## src/design/adcs_pkg.sv

```systemverilog
// shared constants, types and decode functions for the converter control
package adcs_pkg;
    // special function register addresses
    localparam logic [7:0] ADDR_CTRL = 8'hA1;
    localparam logic [7:0] ADDR_HIGH = 8'hA2;
    localparam logic [7:0] ADDR_LOW = 8'hA3;
    localparam logic [7:0] ADDR_STATIC = 8'hA4;
    // reset values
    localparam logic [7:0] CTRL_RESET = 8'h80;
    localparam logic [7:0] STATIC_RESET = 8'h0A;
    localparam logic [7:0] RESULT_RESET = 8'h00;
    // converter_control fields
    localparam int CTRL_START_BIT = 7;
    localparam int CTRL_RUN_BIT = 6;
    localparam int CTRL_PWR_BIT = 5;
    localparam int CTRL_REF_BIT = 4;
    localparam int SEL_MSB = 3;
    localparam int SEL_LSB = 0;
    localparam logic [3:0] SEL_SUPPLY = 4'h8;
    // static_config fields
    localparam int ST_DIFF_BIT = 7;
    localparam int ST_SLEEP_BIT = 6;
    localparam int ST_FAST_BIT = 5;
    localparam int ST_BIAS_MSB = 4;
    localparam int ST_BIAS_LSB = 2;
    localparam int ST_RES_MSB = 1;
    localparam int ST_RES_LSB = 0;
    // result_low flag positions
    localparam int LOW_UF_BIT = 2;
    localparam int LOW_OF_BIT = 1;
    localparam int LOW_RNG_BIT = 0;
    // timing: converter clock dividers and cycles beyond N/2
    localparam int DIV_SLOW = 32;
    localparam int DIV_FAST = 8;
    localparam logic [3:0] SINGLE_EXTRA = 4'h3;
    localparam logic [3:0] CONT_EXTRA = 4'h1;
    localparam int CODE_BITS = 12;
    localparam logic [3:0] RES_BASE_BITS = 4'h6;

    typedef enum logic [1:0] {
        ST_IDLE = 2'b00,
        ST_SINGLE = 2'b01,
        ST_CONT = 2'b10
    } adcs_state_t;

    // resolution code to number of result bits: 6, 8, 10, 12
    function automatic logic [3:0] res_bits(input logic [1:0] code);
        res_bits = RES_BASE_BITS + {1'b0, code, 1'b0};
    endfunction

    // converter clock cycles per conversion: N/2 plus a fixed extra
    function automatic logic [3:0] conv_len(input logic [1:0] code,
                                            input logic [3:0] extra);
        conv_len = (res_bits(code) >> 1) + extra;
    endfunction
endpackage

```

## src/design/adcs_clock_div.sv

```systemverilog
// converter clock divider: cpu clock divided by 32 or by 8
`timescale 1ns/1ps
module adcs_clock_div #(
    parameter int SLOW_DIV = adcs_pkg::DIV_SLOW,
    parameter int FAST_DIV = adcs_pkg::DIV_FAST
) (
    input wire logic clk,
    input wire logic nrst,
    input wire logic enable,
    input wire logic fastSelect,
    output logic convTick,
    output logic convClk
);
    import adcs_pkg::*;

    // a five-bit counter serves dividers from 2 to 32
    if (SLOW_DIV > 32 || FAST_DIV < 2 || FAST_DIV > SLOW_DIV) begin : g_bad
        $error("adcs_clock_div: divider values out of range");
    end

    logic [4:0] divCnt;
    logic [4:0] lastCnt;
    logic [4:0] halfCnt;
    logic [4:0] next_divCnt;

    // end of period follows the select at once; a larger count wraps
    always_comb begin
        lastCnt = fastSelect ? 5'(FAST_DIV - 1) : 5'(SLOW_DIV - 1);
        halfCnt = fastSelect ? 5'(FAST_DIV / 2) : 5'(SLOW_DIV / 2);
        if (!enable || divCnt >= lastCnt) begin
            next_divCnt = 5'h00;
        end else begin
            next_divCnt = divCnt + 5'h01;
        end
    end

    always_ff @(posedge clk or negedge nrst) begin
        if (!nrst) begin
            divCnt <= 5'h00;
        end else begin
            divCnt <= next_divCnt;
        end
    end

    // clock level rises together with the tick cycle
    always_ff @(posedge clk or negedge nrst) begin
        if (!nrst) begin
            convClk <= 1'b0;
        end else begin
            convClk <= enable && (next_divCnt < halfCnt); // RULE_03
        end
    end

    // tick marks the cycle that holds a rising converter clock edge
    assign convTick = enable && (divCnt == 5'h00); // RULE_03
endmodule

```

## src/design/adcs_sequencer_control.sv

```systemverilog
// converter sequencing, control registers and result packing
//
// Functional notes
// [RULE_01] differential: selected input against input zero
// [RULE_02] static bit 6 selects reduced power
// [RULE_03] converter clock is cpu over 32 or 8
// [RULE_04] static bits 4-2 drive bias trim
// [RULE_05] resolution field picks 6, 8, 10, 12 bits
// [RULE_06] high register holds top eight bits
// [RULE_07] low nibble left justified, unused zero
// [RULE_08] underflow sets bit 2, data zero
// [RULE_09] overflow sets bit 1, data ones
// [RULE_10] bit 0 is underflow or overflow
// [RULE_11] every completion sets interrupt 2 flag
// [RULE_12] single conversion starts after toggle rises
// [RULE_13] one pulse when result reaches bus
// [RULE_14] single conversion lasts N/2 plus 3
// [RULE_15] software holds toggle low one clock
// [RULE_16] new toggle aborts running single conversion
// [RULE_17] continuous mode repeats every N/2 plus 1
// [RULE_18] above reference saturates at maximum code
// [RULE_19] code 8 measures supply, forces bandgap
// [RULE_20] reference bit picks pin or bandgap
// [RULE_21] differential zero gives mid scale code
// [RULE_22] control bit 6 continuous, bit 7 toggle
// [RULE_23] clearing control bit 5 powers down
// [RULE_24] input select field, control resets 0x80
// [RULE_25] results read only, updated together
`timescale 1ns/1ps
module adcs_sequencer_control #(
    parameter int SLOW_DIV = adcs_pkg::DIV_SLOW,
    parameter int FAST_DIV = adcs_pkg::DIV_FAST
) (
    input wire logic clk,
    input wire logic nrst,
    input wire logic [7:0] sfrAddr,
    input wire logic [7:0] sfrWrData,
    input wire logic sfrWrite,
    input wire logic sfrRead,
    output logic [7:0] sfrRdData,
    input wire logic [adcs_pkg::CODE_BITS-1:0] anaCode,
    input wire logic anaUnder,
    input wire logic anaOver,
    output logic anaPowerOn,
    output logic anaSleep,
    output logic anaDifferential,
    output logic [3:0] anaInputSel,
    output logic anaExtRef,
    output logic anaSupplyMeas,
    output logic [2:0] anaBiasTrim,
    output logic [1:0] anaResolution,
    output logic convClk,
    output logic anaSample,
    output logic eocPulse,
    output logic [adcs_pkg::CODE_BITS-1:0] resultBus
);
    import adcs_pkg::*;

    logic [7:0] ctrlReg;
    logic [7:0] staticReg;
    logic [7:0] resultHigh;
    logic [7:0] resultLow;
    adcs_state_t state;
    logic [3:0] tickCnt;
    logic startPrev;
    logic convTick;
    logic startBit;
    logic runBit;
    logic powerOn;
    logic [1:0] resSel;
    logic [3:0] singleLen;
    logic [3:0] contLen;
    logic startRise;
    logic sampleNow;
    logic complete;
    logic [3:0] nBits;
    logic [11:0] codeMask;
    logic [11:0] shaped;
    logic [7:0] next_high;
    logic [3:0] next_nibble;
    logic [2:0] next_flags;

    // field views of the control registers
    assign startBit = ctrlReg[CTRL_START_BIT]; // RULE_22
    assign runBit = ctrlReg[CTRL_RUN_BIT]; // RULE_22
    assign powerOn = ctrlReg[CTRL_PWR_BIT];
    assign resSel = staticReg[ST_RES_MSB:ST_RES_LSB];
    assign singleLen = conv_len(resSel, SINGLE_EXTRA);
    assign contLen = conv_len(resSel, CONT_EXTRA);

    // software writes reach control registers only; results are read only
    always_ff @(posedge clk or negedge nrst) begin
        if (!nrst) begin
            ctrlReg <= CTRL_RESET; // RULE_24
            staticReg <= STATIC_RESET;
        end else if (sfrWrite) begin
            if (sfrAddr == ADDR_CTRL) begin
                ctrlReg <= sfrWrData;
            end
            if (sfrAddr == ADDR_STATIC) begin
                staticReg <= sfrWrData;
            end
        end
    end

    // registered read port; unmapped addresses read as zero
    always_ff @(posedge clk or negedge nrst) begin
        if (!nrst) begin
            sfrRdData <= 8'h00;
        end else if (sfrRead) begin
            case (sfrAddr)
                ADDR_CTRL: sfrRdData <= ctrlReg;
                ADDR_HIGH: sfrRdData <= resultHigh;
                ADDR_LOW: sfrRdData <= resultLow;
                ADDR_STATIC: sfrRdData <= staticReg;
                default: sfrRdData <= 8'h00;
            endcase
        end
    end

    // analog controls are plain decodes of the register fields
    always_comb begin
        anaPowerOn = powerOn; // RULE_23
        anaSleep = staticReg[ST_SLEEP_BIT]; // RULE_02
        anaDifferential = staticReg[ST_DIFF_BIT]; // RULE_01
        anaInputSel = ctrlReg[SEL_MSB:SEL_LSB]; // RULE_24
        anaBiasTrim = staticReg[ST_BIAS_MSB:ST_BIAS_LSB]; // RULE_04
        anaResolution = resSel; // RULE_05
        anaSupplyMeas = (anaInputSel == SEL_SUPPLY); // RULE_19
        // supply measurement always uses the bandgap
        anaExtRef = ctrlReg[CTRL_REF_BIT] && !anaSupplyMeas; // RULE_20
    end

    // divider stops while powered down so nothing toggles
    adcs_clock_div #(
        .SLOW_DIV(SLOW_DIV),
        .FAST_DIV(FAST_DIV)
    ) u_div (
        .clk(clk),
        .nrst(nrst),
        .enable(powerOn), // RULE_23
        .fastSelect(staticReg[ST_FAST_BIT]), // RULE_03
        .convTick(convTick),
        .convClk(convClk)
    );

    // toggle is sampled only on converter clock edges
    assign startRise = convTick && !startPrev && startBit; // RULE_12

    always_ff @(posedge clk or negedge nrst) begin
        if (!nrst) begin
            startPrev <= 1'b1;
        end else if (!powerOn) begin
            startPrev <= 1'b1;
        end else if (convTick) begin
            startPrev <= startBit; // RULE_22
        end
    end

    // a sample begins on start, on entering run, or each continuous wrap
    always_comb begin
        sampleNow = 1'b0;
        complete = 1'b0;
        if (powerOn && convTick) begin
            case (state)
                ST_IDLE: sampleNow = runBit || startRise; // RULE_12
                ST_SINGLE: begin
                    sampleNow = runBit;
                    complete = !runBit && startBit
                        && (tickCnt == singleLen); // RULE_14
                end
                ST_CONT: begin
                    complete = runBit && (tickCnt == contLen); // RULE_17
                    sampleNow = complete;
                end
                default: begin
                    sampleNow = 1'b0;
                    complete = 1'b0;
                end
            endcase
        end
    end

    // sequencing state; the toggle has no effect while running continuously
    always_ff @(posedge clk or negedge nrst) begin
        if (!nrst) begin
            state <= ST_IDLE;
            tickCnt <= 4'h0;
        end else if (!powerOn) begin
            state <= ST_IDLE; // RULE_23
            tickCnt <= 4'h0;
        end else begin
            case (state)
                ST_IDLE: begin
                    if (convTick && runBit) begin
                        state <= ST_CONT; // RULE_17
                        tickCnt <= 4'h1;
                    end else if (startRise) begin
                        state <= ST_SINGLE; // RULE_12
                        tickCnt <= 4'h1;
                    end
                end
                ST_SINGLE: begin
                    if (convTick && runBit) begin
                        state <= ST_CONT;
                        tickCnt <= 4'h1;
                    end else if (convTick && !startBit) begin
                        state <= ST_IDLE; // RULE_16
                        tickCnt <= 4'h0;
                    end else if (complete) begin
                        state <= ST_IDLE; // RULE_14
                        tickCnt <= 4'h0;
                    end else if (convTick) begin
                        tickCnt <= tickCnt + 4'h1;
                    end
                end
                ST_CONT: begin
                    if (!runBit) begin
                        state <= ST_IDLE;
                        tickCnt <= 4'h0;
                    end else if (complete) begin
                        tickCnt <= 4'h1; // RULE_17
                    end else if (convTick) begin
                        tickCnt <= tickCnt + 4'h1;
                    end
                end
                default: begin
                    state <= ST_IDLE;
                    tickCnt <= 4'h0;
                end
            endcase
        end
    end

    // analog core sees one cpu-clock strobe per conversion start
    always_ff @(posedge clk or negedge nrst) begin
        if (!nrst) begin
            anaSample <= 1'b0;
        end else begin
            anaSample <= sampleNow;
        end
    end

    // shape the raw code: mid-scale offset, then clip, under clear to zero
    always_comb begin
        nBits = res_bits(resSel);
        codeMask = 12'hFFF >> (4'hC - nBits);
        shaped = anaCode & codeMask;
        if (anaDifferential) begin
            shaped = shaped ^ (12'h001 << (nBits - 4'h1)); // RULE_21
        end
        if (anaOver) begin
            shaped = codeMask; // RULE_09 RULE_18
        end else if (anaUnder) begin
            shaped = 12'h000; // RULE_08
        end
        next_flags = {anaUnder && !anaOver, anaOver,
            anaUnder || anaOver}; // RULE_10
        case (resSel)
            2'b00: begin
                next_high = {2'b00, shaped[5:0]}; // RULE_06
                next_nibble = 4'h0;
            end
            2'b01: begin
                next_high = shaped[7:0];
                next_nibble = 4'h0;
            end
            2'b10: begin
                next_high = shaped[9:2];
                next_nibble = {shaped[1:0], 2'b00}; // RULE_07
            end
            default: begin
                next_high = shaped[11:4];
                next_nibble = shaped[3:0]; // RULE_07
            end
        endcase
    end

    // data and flags land in one edge, with the end pulse
    always_ff @(posedge clk or negedge nrst) begin
        if (!nrst) begin
            resultHigh <= RESULT_RESET;
            resultLow <= RESULT_RESET;
            resultBus <= 12'h000;
            eocPulse <= 1'b0;
        end else begin
            eocPulse <= complete; // RULE_11 RULE_13
            if (complete) begin
                resultHigh <= next_high; // RULE_25 RULE_05
                resultLow <= {next_nibble, 1'b0, next_flags}; // RULE_25
                resultBus <= shaped;
            end
        end
    end

    // ---- checks ----
    logic [7:0] tickAge;
    logic lastCont;
    logic [1:0] lastRes;
    logic [5:0] tickGap;
    logic gapSel;
    logic gapOk;

    // cpu cycles between converter ticks; a period is judged only when
    // power and the divider select stayed put over all of it
    always_ff @(posedge clk or negedge nrst) begin
        if (!nrst) begin
            tickGap <= 6'h00;
            gapSel <= 1'b0;
            gapOk <= 1'b0;
        end else if (convTick) begin
            tickGap <= 6'h01;
            gapSel <= staticReg[ST_FAST_BIT];
            gapOk <= 1'b1;
        end else begin
            tickGap <= tickGap + 6'h01;
            gapOk <= gapOk && powerOn
                && (staticReg[ST_FAST_BIT] == gapSel);
        end
    end

    // converter clock edges since the latest sample strobe
    always_ff @(posedge clk or negedge nrst) begin
        if (!nrst) begin
            tickAge <= 8'h00;
            lastCont <= 1'b0;
            lastRes <= 2'b00;
        end else if (anaSample) begin
            tickAge <= {7'h00, convTick};
            lastCont <= (state == ST_CONT);
            lastRes <= resSel;
        end else if (convTick) begin
            tickAge <= tickAge + 8'h01;
        end
    end
endmodule

```

## config.mk

```make
export PLATFORM = sky130hd
export DESIGN_NAME = adcs_sequencer_control
export DESIGN_NICKNAME = d
export VERILOG_FILES = /design/src/design/adcs_pkg.sv /design/src/design/adcs_clock_div.sv /design/src/design/adcs_sequencer_control.sv
export SDC_FILE = /design/constraint.sdc
export NUM_CORES = 1
export LEC_CHECK = 0
export BUFFER_PORTS_ARGS = -buffer_cell sky130_fd_sc_hd__buf_2
export CAP_MARGIN = 5
export CELL_PAD_IN_SITES_DETAIL_PLACEMENT = 1
export CELL_PAD_IN_SITES_GLOBAL_PLACEMENT = 2
export CORE_ASPECT_RATIO = 1.75
export CORE_UTILIZATION = 37
export DETAILED_ROUTE_END_ITERATION = 8
export PLACE_DENSITY = 0.94
export SYNTH_ARGS = -nofsm -noshare
export SYNTH_HDL_FRONTEND = slang
export SYNTH_SLANG_ARGS = --single-unit
```

## constraint.sdc

```tcl
create_clock -name clk -period 4 [get_ports clk]
set_clock_uncertainty 0.15 [all_clocks]
set_input_delay 0.6 -clock clk [delete_from_list [all_inputs] [get_ports clk]]
set_output_delay 0.6 -clock clk [all_outputs]
set_load 0.03 [all_outputs]
```

==> metrics.yaml <==
outcome: "completed"
cp_max_fo: 27
io_pins: 71
grt_max_degree: 38
final-instance-count-excl-fill: 587
gp_congestion: 0.8491
rsz0062_at_grt: "no"
leakagePower_uw: 0.002123
die-height_um: 137.2
n_antenna_cell: 0
dr.first_iter.drc_count: 167
postCtsHoldBufs: 0
cp-end-kind: "flip-flop"
drive_gt1_share_pct: 26.09
max_freq_mhz: 379.7
antenna_left: 0
power_density_mw_per_mm2: 386.1
antenna_found_initial: 0
cap_violations: 0
dieArea_sq_mm: 0.01088
grt_pass1_wl_um: 17670
synth_area_sq_mm: 0.003866
clock-sinks: 66
syn_nets: 448
synth_edf_count: 0
drt-total-wl_um: 10870
ys_warn_count: 0
required_ns: 4.10
wl_per_cell_um: 18.51
core_area_sq_mm: 0.01024
max_slew_margin_pct: 54.40
synth_largest_area_cell: "dfrtp_1"
via_count: 3260
cp_cell_sequence: "nor3b_1, o211a_1, o211ai_4, buf_4, nand2_1, o21ai_1"
htree_levels: 3
synthTopCellsByArea: "dfrtp_1 40%, nand2_1 4.7%, ha_1 3.2%"
syn_to_final_growth_pct: 16.80
setup_tns_ns: 0
clkTransAtPathRegs_ns: 0.06
grt_overflow: 0
async_flop_share_pct: 100.0
placed_cells: 571
yosysSeqAreaShare_pct: 42.85
path_class: "flip-flop to flip-flop"
ys.flop_type: "dfrtp_1"
synth_top_area_share_pct: 40.13
cts_buffer_depth: 2
cpPeakStageDelay_ns: 0.85
clkLatencyLatePin_ns: 0.34
dr.pass1.iters: 5
netlist_instances: 404
period_share_pct: 65.84
synth_cell_type_count: 62
synth.most_common_cell: "dfrtp_1"
setup_viol: 0
ys_ff_latch: 66
peakVddDrop_mv: 0.2316
slew_violations: 0
cts-root-buf: "clkbuf_16"
grt_usage_pct: 21.48
startpoint_type: "flip-flop"
min_path_type: "input port to async pin"
hold_viol: 0
port_buffers: 70
nets: 499
die_w_um: 79.27
viasPerCell: 5.554
dp_hpwl_um: 7986
initial_core_util_pct: 37.76
grt_pass1_vias: 3400
avgSynthCellArea_sq_um: 9.570
fp-row-count: 49
ys_top_cells_by_count: "62 x dfrtp_1, 48 x nand2_1, 26 x nor2_1, 22 x a21oi_1, 21 x inv_1"
arrival_ns: 2.74
numCtsBuffers: 9
cts_resized: 0
critPathSlowestCell: "dfstp_2"
cts_tree: "yes"
cts_setup_buffers: 0
drc: 0
fill_cells: 1189
worstMarginPinSlew_ns: 0.6840
finalCriticalPeriod_ns: 2.634
[worst max-delay path, delay by kind of cell (launching register included)]
kind	cells	cell delay, ns
flops	1	0.85
simple gates	2	0.22
compound gates	3	0.92
buf+inv	1	0.38
[sequential cells by signal (all words and copies together) (netlist names)]
register	flops
anaSample	1
ctrlReg	8
eocPulse	1
resultBus	12
resultHigh	8
resultLow	7
sfrRdData	8
startPrev	1
state	2
staticReg	8
tickCnt	4
u_div.convClk	1
u_div.divCnt	5
[cells by family (layout without fill, tap and decap cells)]
family	count (synthesis)	after routing	synth area share, %
compound gates	120	120	20.94
simple gates	118	118	15.31
flops	66	66	42.85
buf+inv	56	112	7.702
mux	24	24	7.508
fa+ha+maj	10	10	3.236
xor+xnor	10	10	2.460
[final cells by class]
class,count,area [sq um],share of cell area [%]
Clock buffer,9,225.2,4.988
Clock inverter,7,100.1,2.217
Inverter,22,82.58,1.829
Timing Repair Buffer,74,380.4,8.423
Tap cell,127,158.9,3.519
Multi-Input combinational cell,282,1912,42.34
Sequential cell,66,1657,36.69
[placed cells by master, fill, tap and decap left out, types with 6 or more instances in the layout]
cell	count
a21oi_1	22
a22o_1	14
a22oi_1	8
buf_2	70
clkbuf_16	9
dfrtp_1	62
ha_1	10
inv_1	21
mux2_2	8
mux2_4	8
mux2i_1	8
nand2_1	48
nand3_1	7
nor2_1	26
o21ai_0	12
o21ai_1	17
o22ai_1	12
o31ai_1	6
[final timing paths]
| path | start | to | slack, ns | cells past startpoint |
|---|---|---|---|---|
| setup / recovery | staticReg[1]$_DFFE_PN1P_ | resultBus[2]$_DFFE_PN0P_ | 1.37 | 6 |
| hold / removal | nrst | sfrRdData[2]$_DFFE_PN0P_ | 0.15 | 1 |
| setup reg to reg | staticReg[1]$_DFFE_PN1P_ | resultBus[2]$_DFFE_PN0P_ | 1.37 | 6 |
| hold reg to reg | resultBus[9]$_DFFE_PN0P_ | resultBus[9]$_DFFE_PN0P_ | 0.32 | 2 |
| max in group asynchronous | nrst | staticReg[3]$_DFFE_PN1P_ | 2.60 | 2 |
| min in group clk | resultBus[9]$_DFFE_PN0P_ | resultBus[9]$_DFFE_PN0P_ | 0.32 | 2 |
[stage by stage]
| stage | util, % | setup WS, ns | hold slack, ns | area, sq um | power, uW |
|---|---|---|---|---|---|
| after floorplan | - | 1.299 | 0.1544 | 3866 | 819.7 |
| after global placement | 40.93 | 1.403 | 0.3030 | 4190 | 883.7 |
| after detailed placement | 40.93 | 1.237 | 0.3100 | 4190 | 887.9 |
| after CTS | 44.10 | 1.369 | 0.1677 | 4516 | 1766 |
| after global routing | 44.10 | 1.222 | 0.1995 | 4516 | 1812 |
| final | 44.10 | 1.366 | 0.1459 | 4516 | 1743 |
[power by group]
part | switching, uW | internal (uW) | total (uW)
clock | 316 | 551 | 867
sequential | 23.7 | 680 | 704
combinational | 108 | 64.4 | 172
total | 448 | 1300 | 1740
[metal layers]
metal	global-route usage, %	wire [um]
met1	24.14	4268
met2	38.31	5878
met3	4.305	390
met4	10.10	331
met5	0	0
(Power assumes the default switching activity.)
